$ cat src/hw/gpio_ports_pkg.sv
// package for the port eight/nine/ten gpio block
// assumes an 8-bit register port with word index addresses
package gpio_ports_pkg;
  localparam logic [3:0] ADDR_P8_DATA = 4'h0;
  localparam logic [3:0] ADDR_P8_DIR  = 4'h1;
  localparam logic [3:0] ADDR_P8_ALT  = 4'h2;
  localparam logic [3:0] ADDR_P9_DATA = 4'h3;
  localparam logic [3:0] ADDR_P9_DIR  = 4'h4;
  localparam logic [3:0] ADDR_P9_ALT  = 4'h5;
  localparam logic [3:0] ADDR_P10_DATA = 4'h6;
  localparam logic [3:0] ADDR_P10_DIR  = 4'h7;
  localparam logic [3:0] ADDR_P10_ALT  = 4'h8;
  localparam logic [7:0] PORT_RESET     = 8'h00;
  localparam logic [7:0] P8_IMPL_MASK   = 8'hdf;
  localparam logic [7:0] P9_IMPL_MASK   = 8'h8f;
  localparam logic [7:0] P10_IMPL_MASK  = 8'hbf;
  localparam logic [7:0] P8_FIXED_LOW   = 8'h01;
  localparam logic [7:0] P9_FIXED_LOW   = 8'h0f;
  localparam logic [7:0] P10_FIXED_LOW  = 8'hba;
endpackage

$ cat src/hw/gpio_ports_8_to_10.sv
// gpio block for port eight (7 bits), port nine (5 bits), port ten (7 bits)
// assumes pins asynchronous to sys_clk_i, peripherals on sys_clk_i, chip reset on srst_i
//
// Behaviour
// - any reset clears direction, select, data
// - direction zero reads live pin
// - output, no select reads data register
// - port eight secondary read returns peripheral outputs
// - read-modify-write uses read selection, writes data
// - port nine has bits 0-3 and 7
// - direction one, no select drives data onto pin
// - peripheral output only with direction and select
// - input with select enables pull-up
// - port nine bits 0-3 secondary drive low
// - port nine secondary read zero, bit7 hold-ack
// - absent bits read zero
// - port ten has bits 0-5 and 7
// - port ten bits 1,3,4,5,7 secondary low
// - port ten secondary read clock bit0, data bit2
// - port eight seven bits, direction, pull-up
// - port eight bit0 secondary drives low
//
// Chosen here: strobed register access and the register addresses.
`timescale 1ns/100ps
module gpio_ports_8_to_10
  import gpio_ports_pkg::*;
(
  input  wire logic       sys_clk_i,
  input  wire logic       srst_i,
  input  wire logic [3:0] addr_i,
  input  wire logic [7:0] wdata_i,
  input  wire logic       wr_i,
  input  wire logic       rd_i,
  output logic      [7:0] rdata_o,
  input  wire logic [7:0] p8_pin_i,
  output logic      [7:0] p8_pin_o,
  output logic      [7:0] p8_pin_oe_o,
  output logic      [7:0] p8_pull_o,
  input  wire logic [7:0] p9_pin_i,
  output logic      [7:0] p9_pin_o,
  output logic      [7:0] p9_pin_oe_o,
  output logic      [7:0] p9_pull_o,
  input  wire logic [7:0] p10_pin_i,
  output logic      [7:0] p10_pin_o,
  output logic      [7:0] p10_pin_oe_o,
  output logic      [7:0] p10_pull_o,
  input  wire logic       serial1_transmit_data_i,
  input  wire logic       serial1_receive_clock_i,
  input  wire logic       serial1_transmit_clock_i,
  input  wire logic       timer_four_output_i,
  input  wire logic       pwm_channel_two_output_i,
  input  wire logic       pwm_channel_three_output_i,
  input  wire logic       bus_hold_acknowledge_i,
  input  wire logic       serial3_clock_i,
  input  wire logic       serial3_data_out_i,
  output logic            serial1_receive_data_o,
  output logic            serial1_receive_clock_o,
  output logic            serial1_transmit_clock_o,
  output logic            external_irq_four_o,
  output logic            external_irq_five_o,
  output logic            serial3_clock_o,
  output logic            serial3_data_in_o,
  output logic            timer_five_event_input_o
);
  logic [7:0] p8_meta_q, p8_sync_q, p9_meta_q, p9_sync_q, p10_meta_q, p10_sync_q;
  logic [7:0] p8_alt, p9_alt, p10_alt;
  logic [7:0] p8_data, p8_dir, p8_sel, p8_rd, p8_o, p8_oe, p8_pu;
  logic [7:0] p9_data, p9_dir, p9_sel, p9_rd, p9_o, p9_oe, p9_pu;
  logic [7:0] p10_data, p10_dir, p10_sel, p10_rd, p10_o, p10_oe, p10_pu;
  logic [7:0] rdata_d;

  function automatic logic wr_hit(input logic [3:0] a, input logic [3:0] target);
    wr_hit = (a == target);
  endfunction

  always_ff @(posedge sys_clk_i) begin
    if (srst_i) begin
      p8_meta_q  <= 8'h00;
      p8_sync_q  <= 8'h00;
      p9_meta_q  <= 8'h00;
      p9_sync_q  <= 8'h00;
      p10_meta_q <= 8'h00;
      p10_sync_q <= 8'h00;
    end else begin
      p8_meta_q  <= p8_pin_i;
      p8_sync_q  <= p8_meta_q;
      p9_meta_q  <= p9_pin_i;
      p9_sync_q  <= p9_meta_q;
      p10_meta_q <= p10_pin_i;
      p10_sync_q <= p10_meta_q;
    end
  end

  // peripheral outputs placed at their pin positions
  assign p8_alt  = {pwm_channel_three_output_i, pwm_channel_two_output_i, 1'b0,
                    timer_four_output_i, serial1_transmit_clock_i,
                    serial1_receive_clock_i, serial1_transmit_data_i, 1'b0};
  assign p9_alt  = {bus_hold_acknowledge_i, 7'h00};
  assign p10_alt = {5'h00, serial3_data_out_i, 1'b0, serial3_clock_i};

  gpio_port_bank #(.IMPL_MASK(P8_IMPL_MASK), .FIXED_LOW(P8_FIXED_LOW)) u_p8 (
    .sys_clk_i (sys_clk_i),
    .srst_i    (srst_i),
    .wr_data_i (wr_i && wr_hit(addr_i, ADDR_P8_DATA)),
    .wr_dir_i  (wr_i && wr_hit(addr_i, ADDR_P8_DIR)),
    .wr_alt_i  (wr_i && wr_hit(addr_i, ADDR_P8_ALT)),
    .wdata_i   (wdata_i),
    .pin_sync_i(p8_sync_q),
    .alt_out_i (p8_alt),
    .alt_read_i(p8_alt),
    .data_q_o  (p8_data),
    .dir_q_o   (p8_dir),
    .alt_q_o   (p8_sel),
    .read_o    (p8_rd),
    .pin_o_d   (p8_o),
    .pin_oe_d  (p8_oe),
    .pull_d    (p8_pu)
  );

  gpio_port_bank #(.IMPL_MASK(P9_IMPL_MASK), .FIXED_LOW(P9_FIXED_LOW)) u_p9 (
    .sys_clk_i (sys_clk_i),
    .srst_i    (srst_i),
    .wr_data_i (wr_i && wr_hit(addr_i, ADDR_P9_DATA)),
    .wr_dir_i  (wr_i && wr_hit(addr_i, ADDR_P9_DIR)),
    .wr_alt_i  (wr_i && wr_hit(addr_i, ADDR_P9_ALT)),
    .wdata_i   (wdata_i),
    .pin_sync_i(p9_sync_q),
    .alt_out_i (p9_alt),
    .alt_read_i(p9_alt),
    .data_q_o  (p9_data),
    .dir_q_o   (p9_dir),
    .alt_q_o   (p9_sel),
    .read_o    (p9_rd),
    .pin_o_d   (p9_o),
    .pin_oe_d  (p9_oe),
    .pull_d    (p9_pu)
  );

  gpio_port_bank #(.IMPL_MASK(P10_IMPL_MASK), .FIXED_LOW(P10_FIXED_LOW)) u_p10 (
    .sys_clk_i (sys_clk_i),
    .srst_i    (srst_i),
    .wr_data_i (wr_i && wr_hit(addr_i, ADDR_P10_DATA)),
    .wr_dir_i  (wr_i && wr_hit(addr_i, ADDR_P10_DIR)),
    .wr_alt_i  (wr_i && wr_hit(addr_i, ADDR_P10_ALT)),
    .wdata_i   (wdata_i),
    .pin_sync_i(p10_sync_q),
    .alt_out_i (p10_alt),
    .alt_read_i(p10_alt),
    .data_q_o  (p10_data),
    .dir_q_o   (p10_dir),
    .alt_q_o   (p10_sel),
    .read_o    (p10_rd),
    .pin_o_d   (p10_o),
    .pin_oe_d  (p10_oe),
    .pull_d    (p10_pu)
  );

  // read mux: data address returns the selected view, unmapped reads zero
  always_comb begin
    case (addr_i)
      ADDR_P8_DATA:  rdata_d = p8_rd;
      ADDR_P8_DIR:   rdata_d = p8_dir;
      ADDR_P8_ALT:   rdata_d = p8_sel;
      ADDR_P9_DATA:  rdata_d = p9_rd;
      ADDR_P9_DIR:   rdata_d = p9_dir;
      ADDR_P9_ALT:   rdata_d = p9_sel;
      ADDR_P10_DATA: rdata_d = p10_rd;
      ADDR_P10_DIR:  rdata_d = p10_dir;
      ADDR_P10_ALT:  rdata_d = p10_sel;
      default:       rdata_d = 8'h00;
    endcase
  end

  always_ff @(posedge sys_clk_i) begin
    if (srst_i) begin
      rdata_o                  <= 8'h00;
      p8_pin_o                 <= 8'h00;
      p8_pin_oe_o              <= 8'h00;
      p8_pull_o                <= 8'h00;
      p9_pin_o                 <= 8'h00;
      p9_pin_oe_o              <= 8'h00;
      p9_pull_o                <= 8'h00;
      p10_pin_o                <= 8'h00;
      p10_pin_oe_o             <= 8'h00;
      p10_pull_o               <= 8'h00;
      serial1_receive_data_o   <= 1'b0;
      serial1_receive_clock_o  <= 1'b0;
      serial1_transmit_clock_o <= 1'b0;
      external_irq_four_o      <= 1'b0;
      external_irq_five_o      <= 1'b0;
      serial3_clock_o          <= 1'b0;
      serial3_data_in_o        <= 1'b0;
      timer_five_event_input_o <= 1'b0;
    end else begin
      rdata_o                  <= rd_i ? rdata_d : 8'h00;
      p8_pin_o                 <= p8_o;
      p8_pin_oe_o              <= p8_oe;
      p8_pull_o                <= p8_pu;
      p9_pin_o                 <= p9_o;
      p9_pin_oe_o              <= p9_oe;
      p9_pull_o                <= p9_pu;
      p10_pin_o                <= p10_o;
      p10_pin_oe_o             <= p10_oe;
      p10_pull_o               <= p10_pu;
      // peripheral inputs share the port input path
      serial1_receive_data_o   <= p8_sync_q[0];
      serial1_receive_clock_o  <= p8_sync_q[2];
      serial1_transmit_clock_o <= p8_sync_q[3];
      external_irq_four_o      <= p9_sync_q[0];
      external_irq_five_o      <= p9_sync_q[1];
      serial3_clock_o          <= p10_sync_q[0];
      serial3_data_in_o        <= p10_sync_q[1];
      timer_five_event_input_o <= p10_sync_q[7];
    end
  end

  reset_clear_a: assert property (@(posedge sys_clk_i)
    srst_i |=> (p8_pin_oe_o == 8'h00 && p9_dir == 8'h00 && p10_sel == 8'h00))
    else $error("reset did not clear port state");
  input_read_a: assert property (@(posedge sys_clk_i) disable iff (srst_i)
    (rd_i && addr_i == ADDR_P9_DATA && p9_dir == 8'h00)
      |=> rdata_o == ($past(p9_sync_q) & P9_IMPL_MASK))
    else $error("input read not pin level");
  data_read_a: assert property (@(posedge sys_clk_i) disable iff (srst_i)
    (rd_i && addr_i == ADDR_P8_DATA && p8_dir[1] && !p8_sel[1])
      |=> rdata_o[1] == $past(p8_data[1]))
    else $error("output read not data register");
  p8_alt_read_a: assert property (@(posedge sys_clk_i) disable iff (srst_i)
    (rd_i && addr_i == ADDR_P8_DATA && p8_dir[1] && p8_sel[1])
      |=> rdata_o[1] == $past(serial1_transmit_data_i))
    else $error("port eight alternate read wrong");
  drive_data_a: assert property (@(posedge sys_clk_i) disable iff (srst_i)
    (p10_dir[6] == 1'b0 && p10_dir[2] && !p10_sel[2])
      |=> p10_pin_oe_o[2] && p10_pin_o[2] == $past(p10_data[2]))
    else $error("output pin not data");
  pull_up_a: assert property (@(posedge sys_clk_i) disable iff (srst_i)
    (!p8_dir[4] && p8_sel[4]) |=> p8_pull_o[4])
    else $error("pull-up missing");
  p9_low_a: assert property (@(posedge sys_clk_i) disable iff (srst_i)
    (p9_dir[0] && p9_sel[0]) |=> (p9_pin_oe_o[0] && !p9_pin_o[0]))
    else $error("port nine bit0 not low");
  absent_zero_a: assert property (@(posedge sys_clk_i) disable iff (srst_i)
    (rd_i && addr_i == ADDR_P9_DATA)
      |=> (rdata_o & ~P9_IMPL_MASK) == 8'h00 && p9_pin_oe_o[6:4] == 3'h0)
    else $error("absent bit active");
  p10_low_a: assert property (@(posedge sys_clk_i) disable iff (srst_i)
    (p10_dir[7] && p10_sel[7]) |=> !p10_pin_o[7])
    else $error("port ten bit7 not low");
  p10_alt_read_a: assert property (@(posedge sys_clk_i) disable iff (srst_i)
    (rd_i && addr_i == ADDR_P10_DATA && p10_dir[0] && p10_sel[0])
      |=> rdata_o[0] == $past(serial3_clock_i))
    else $error("port ten clock read wrong");

  // port eight pin drive and read-back
  p8_low_a: assert property (@(posedge sys_clk_i) disable iff (srst_i)
    (p8_dir[0] && p8_sel[0]) |=> (p8_pin_oe_o[0] && !p8_pin_o[0]))
    else $error("port eight bit0 not low");
  p8_zero_read_a: assert property (@(posedge sys_clk_i) disable iff (srst_i)
    (rd_i && addr_i == ADDR_P8_DATA && p8_dir[0] && p8_sel[0]) |=> !rdata_o[0])
    else $error("port eight bit0 read not zero");
  p8_alt_drive_a: assert property (@(posedge sys_clk_i) disable iff (srst_i)
    (p8_dir[6] && p8_sel[6]) |=> p8_pin_o[6] == $past(pwm_channel_two_output_i))
    else $error("port eight pwm pin wrong");
  port_drive_a: assert property (@(posedge sys_clk_i) disable iff (srst_i)
    !p8_sel[1] |=> p8_pin_o[1] == $past(p8_dir[1] && p8_data[1]))
    else $error("peripheral drives without select");
  p8_absent_a: assert property (@(posedge sys_clk_i) disable iff (srst_i)
    ((p8_pin_oe_o | p8_pull_o) & ~P8_IMPL_MASK) == 8'h00)
    else $error("port eight absent bit active");

  // port nine read-back, interrupt input and absent bits
  p9_hold_read_a: assert property (@(posedge sys_clk_i) disable iff (srst_i)
    (rd_i && addr_i == ADDR_P9_DATA && p9_dir[7] && p9_sel[7])
      |=> rdata_o[7] == $past(bus_hold_acknowledge_i))
    else $error("port nine hold read wrong");
  p9_zero_read_a: assert property (@(posedge sys_clk_i) disable iff (srst_i)
    (rd_i && addr_i == ADDR_P9_DATA)
      |=> (rdata_o[3:0] & $past(p9_dir[3:0] & p9_sel[3:0])) == 4'h0)
    else $error("port nine low bits read not zero");
  irq_input_a: assert property (@(posedge sys_clk_i) disable iff (srst_i)
    1'b1 |=> external_irq_five_o == $past(p9_sync_q[1]))
    else $error("interrupt input not pin path");
  p9_absent_a: assert property (@(posedge sys_clk_i) disable iff (srst_i)
    ((p9_pin_oe_o | p9_pull_o) & ~P9_IMPL_MASK) == 8'h00)
    else $error("port nine absent bit active");

  // port ten read-back, pull-up and absent bits
  p10_zero_read_a: assert property (@(posedge sys_clk_i) disable iff (srst_i)
    (rd_i && addr_i == ADDR_P10_DATA)
      |=> (rdata_o & $past(p10_dir & p10_sel) & P10_FIXED_LOW) == 8'h00)
    else $error("port ten secondary read not zero");
  p10_data_read_a: assert property (@(posedge sys_clk_i) disable iff (srst_i)
    (rd_i && addr_i == ADDR_P10_DATA && p10_dir[2] && p10_sel[2])
      |=> rdata_o[2] == $past(serial3_data_out_i))
    else $error("port ten data read wrong");
  p10_pull_a: assert property (@(posedge sys_clk_i) disable iff (srst_i)
    (!p10_dir[0] && p10_sel[0]) |=> p10_pull_o[0])
    else $error("port ten pull-up missing");
  p10_absent_a: assert property (@(posedge sys_clk_i) disable iff (srst_i)
    ((p10_pin_oe_o | p10_pull_o) & ~P10_IMPL_MASK) == 8'h00)
    else $error("port ten absent bit active");

  cov_alt_out_c: cover property (@(posedge sys_clk_i) p8_pin_oe_o[6] && p8_pin_o[6]);
  cov_pull_c: cover property (@(posedge sys_clk_i) p10_pull_o[0]);
  cov_rd_after_wr_c: cover property (@(posedge sys_clk_i) wr_i ##1 rd_i);
  cov_hold_read_c: cover property (@(posedge sys_clk_i)
    rd_i && addr_i == ADDR_P9_DATA && p9_dir[7] && p9_sel[7]);
  cov_fixed_low_c: cover property (@(posedge sys_clk_i)
    p10_pin_oe_o[7] && !p10_pin_o[7] && p10_data[7]);
endmodule // gpio_ports_8_to_10

$ cat src/hw/gpio_port_bank.sv
// one 8-bit port: data, direction and alternate-select registers with pin logic
// assumes pins already synchronised and peripheral outputs on sys_clk_i
`timescale 1ns/100ps
module gpio_port_bank
  import gpio_ports_pkg::*;
#(
  parameter logic [7:0] IMPL_MASK = 8'hff,
  parameter logic [7:0] FIXED_LOW = 8'h00
) (
  input  wire logic       sys_clk_i,
  input  wire logic       srst_i,
  input  wire logic       wr_data_i,
  input  wire logic       wr_dir_i,
  input  wire logic       wr_alt_i,
  input  wire logic [7:0] wdata_i,
  input  wire logic [7:0] pin_sync_i,
  input  wire logic [7:0] alt_out_i,
  input  wire logic [7:0] alt_read_i,
  output logic      [7:0] data_q_o,
  output logic      [7:0] dir_q_o,
  output logic      [7:0] alt_q_o,
  output logic      [7:0] read_o,
  output logic      [7:0] pin_o_d,
  output logic      [7:0] pin_oe_d,
  output logic      [7:0] pull_d
);
  logic [7:0] sec_out;
  logic [7:0] alt_val;
  assign sec_out = dir_q_o & alt_q_o;
  assign alt_val = alt_out_i & ~FIXED_LOW;
  // read selection per bit, also used for read-modify-write source
  assign read_o = IMPL_MASK & ((~dir_q_o & pin_sync_i)
                | (dir_q_o & ~alt_q_o & data_q_o)
                | (sec_out & alt_read_i));
  assign pin_oe_d = IMPL_MASK & dir_q_o;
  assign pin_o_d  = IMPL_MASK & ((dir_q_o & ~alt_q_o & data_q_o) | (sec_out & alt_val));
  assign pull_d   = IMPL_MASK & ~dir_q_o & alt_q_o;

  always_ff @(posedge sys_clk_i) begin
    if (srst_i) begin
      data_q_o <= PORT_RESET;
      dir_q_o  <= PORT_RESET;
      alt_q_o  <= PORT_RESET;
    end else begin
      if (wr_data_i) data_q_o <= wdata_i & IMPL_MASK;
      if (wr_dir_i)  dir_q_o  <= wdata_i & IMPL_MASK;
      if (wr_alt_i)  alt_q_o  <= wdata_i & IMPL_MASK;
    end
  end

  fixed_low_a: assert property (@(posedge sys_clk_i) disable iff (srst_i)
    (pin_o_d & sec_out & FIXED_LOW) == 8'h00) else $error("fixed-low pin driven high");
endmodule // gpio_port_bank

$ cat config.mk
export PLATFORM = sky130hd
export DESIGN_NAME = gpio_ports_8_to_10
export DESIGN_NICKNAME = d
export VERILOG_FILES = /design/src/hw/gpio_ports_pkg.sv /design/src/hw/gpio_ports_8_to_10.sv /design/src/hw/gpio_port_bank.sv
export SDC_FILE = /design/constraint.sdc
export NUM_CORES = 1
export LEC_CHECK = 0
export ABC_AREA = 0
export BUFFER_PORTS_ARGS = -buffer_cell sky130_fd_sc_hd__buf_2
export CAP_MARGIN = 5
export CORE_AREA = 2 2 179 93
export DETAILED_ROUTE_END_ITERATION = 10
export DIE_AREA = 0 0 181 95
export PLACE_DENSITY_LB_ADDON = 0.05
export SETUP_SLACK_MARGIN = 0.05
export SLEW_MARGIN = 40
export SYNTH_ARGS = -nofsm -noshare
export SYNTH_HDL_FRONTEND = slang
export SYNTH_SLANG_ARGS = --single-unit
$ cat constraint.sdc
create_clock -name sys_clk_i -period 3.5 [get_ports sys_clk_i]
set_input_delay 0.7 -clock sys_clk_i [delete_from_list [all_inputs] [get_ports sys_clk_i]]
set_output_delay 0.7 -clock sys_clk_i [all_outputs]
set_load 0.05 [all_outputs]
==> reports/qor.yml <==
power_and_ir_drop:
  p_sw_share_pct: 25.0
  p_switching_mw: 1.00
  clkPwrFrac_pct: 45.3
  p_comb_share_pct: 5.8
  intPower_mw: 3.01
  power_leakage_nw: 3.13
  pwr-share-seq_pct: 48.8
  powerDensity_nw_per_um2: 546
  max-vdd-ir-drop_uv: 307
placed_design:
  placed_cell_area_um2: 6780
  gp_congestion: 0.771
  hpwl_mm: 10.6
  io_buffers: 116
synth:
  ys_seq_elements: 168
  synth_seq_area_share_pct: 54.7
  netlist_area_um2: 6140
  avgSynthCellArea_um2: 10.0
  yosys_warnings: 0
  synthFlopType: "dfxtp_1"
  syn-instance-count: 613
  synthArstFlopShare_pct: 0
  synth_cell_types: 50
  synth_edf_count: 0
global_route:
  antenna_found_initial: 0
  grt_max_degree: 88
  grt_pass1_vias: 4394
  globalRouteTotalUtil_pct: 18.5
  overflow: 0
  grt_pass1_wl_mm: 24.0
timing:
  fin_tns_setup_ns: 0
  rsz0062_at_grt: "false"
  period_needed_ns: 2.15
  setup_violations: 0
  max_slew_margin_pct: 48.7
  finClkSkew_ns: 0.0119
  worst_slew_pin_slew_ns: 0.765
  min_period_over_period_pct: 61.4
  timing.fmax_ghz: 0.465
  slew_violations: 0
  hold_viol_final: 0
min_path:
  hold_path_class: "register to register"
  min_delay_path_depth: 1
  hold_start: "p10_meta_q[7]"
  min_to: "p10_sync_q[7]"
drt:
  wire_per_inst_um: 16.6
  drt-initial-drc-count: 277
  num_vias: 4526
  dr.pass1.iters: 4
  antenna_left: 0
  drc: 0
  wl_mm: 15.5
  detail_route.vias_per_cell: 4.85
floorplanning:
  rows: 33
  die_y_um: 95
  die_w_um: 181
  start_util_pct: 38.8
  core_area_um2: 15900
  dieArea_um2: 17200
  io_pins: 137
clocking:
  root_buffer: "clkbuf_16"
  max-clock-path-buffers: 2
  cts_buffers: 17
  hold_buffers: 0
  clock_latency_ns: 0.42
  cts_tree: "done"
  post_cts_resized: 0
  cts.sinks: 168
  clk_pin_slew_ns: 0.07
  post_cts_buffers: 0
  h-tree-depth: 4
final_layout:
  drive_gt1_share_pct: 22.1
  fin_nets: 760
  syn2layout_area_growth_pct: 19.6
  layout_common_cells: "dfxtp_1, buf_2, nor2b_1, a21oi_1, nor2_1"
  antenna_cells: 0
  layout_commonest_cell: "dfxtp_1"
  final_cell_area_um2: 7350
setup_path:
  rrSetupSlack_ns: 1.97
  crit_start: "addr_i[0]"
  startpoint_type: "input pin"
  worstPathMaxFanout: 28
  endpoint_kind: "register"
  worstRegToRegCells: 4
  r2r_end: "rdata_o[3]"
  r2r_start: "u_p8.alt_q_o[3]"
  cp.arrival_ns: 2.44
  required_ns: 3.78
  path_class: "input pin to register"
run_status:
  run_status: "complete, no violations"
job:
  drv_cap: 0
per-stage QoR:
stage | std cells | hold slack, ns | setup slack [ns] | utilization (%) | total power, mW
finish | 934 | 0.434 | 1.35 | 46.4 | 4.02
global route | 934 | 0.459 | 1.26 | 46.4 | 4.16
CTS | 934 | 0.440 | 1.41 | 46.4 | 4.06
detailed placement | 902 | 0.423 | 0.959 | 42.8 | 2.24
global placement | 902 | 0.420 | 1.03 | 42.8 | 2.24
floorplan | 627 | 0.410 | 1.71 | - | 2.18
logic make-up (layout without fill, tap and decap cells):
kind of cell | count (synthesis) | count (layout) | synth area share, %
and+or+nand+nor | 249 | 249 | 24.2
buffers and inverters | 60 | 157 | 5.21
AOI/OAI and AO/OA | 94 | 94 | 9.06
DFF | 168 | 168 | 54.7
other | 1 | 15 | 0.0610
muxes | 41 | 41 | 6.70
registers in the layout, summed over array words and instances, names as in the netlist, 7 cells and up:
name / flops
p10_sync_q: 7
p8_pin_o: 7
p8_pull_o: 7
p10_pin_oe_o: 7
rdata_o: 8
p8_pin_oe_o: 7
u_p8.data_q_o: 7
p10_pin_o: 7
p10_meta_q: 7
p10_pull_o: 7
u_p10.alt_q_o: 7
p8_meta_q: 7
u_p8.alt_q_o: 7
u_p10.dir_q_o: 7
p8_sync_q: 7
u_p8.dir_q_o: 7
u_p10.data_q_o: 7
power by group through the flow:
stage,registers [mW],clock network (mW),logic [mW]
floorplan,2.02,0,0.163
global placement,2.01,0,0.232
detailed placement,2.01,0,0.234
CTS,1.96,1.87,0.235
global route,1.96,1.95,0.254
finish,1.96,1.82,0.234
worst max-delay path, stage by stage:
cell,delay (ns)
buf_2,0.29
and2b_1,0.37
nand4b_1,0.63
mux2i_1,0.37
nor2_1,0.07
how the worst max path moves through the flow:
stage	endpoint	depth (start not counted)
after CTS	u_p10.data_q_o[5]	5
after detailed placement	u_p10.data_q_o[5]	5
after global routing	u_p10.data_q_o[5]	5
after floorplan	u_p8.dir_q_o[3]	6
after global placement	u_p10.data_q_o[0]	5
final	u_p10.data_q_o[5]	5
cell type report:
| type | count | area [um^2] |
|---|---|---|
| inverters | 5 | 18.8 |
| multi-input cells | 399 | 2510 |
| clock inverters | 13 | 135 |
| repair buffers | 120 | 626 |
| well taps | 210 | 263 |
| clock buffers | 19 | 433 |
| fillers | 1559 | 8500 |
| flip-flops and latches | 168 | 3360 |
layer usage:
metal	GRT usage, %	vias to the layer above	part of all wire [%]
li1	-	2254	-
met1	26.8	2137	53
met2	26.7	126	40
met3	4.90	9	6.0
met4	5.49	0	0.64
met5	0	-	0
Yosys cell counts, types with 3 or more instances:
library cell  instances  area (um^2)
dfxtp_1             168         3360
nor2b_1              76          475
a21oi_1              44          220
nor2_1               41          154
mux2i_1              40          400
nand2_1              38          143
nor3b_1              27          203
clkbuf_1             23         86.3
o21ai_0              20          100
nand3_1              19         95.1
buf_4                18          135
nand3b_1             12         90.1
buf_2                 9         45.0
and3b_1               8         70.1
a211oi_1              6         45.0
a21o_1                5         37.5
inv_1                 5         18.8
o211ai_1              5         37.5
and2_1                4         25.0
and3_1                4         25.0
a31oi_1               3         18.8
nor3_1                3         15.0
Note: power is estimated with default switching activity, not from simulation.
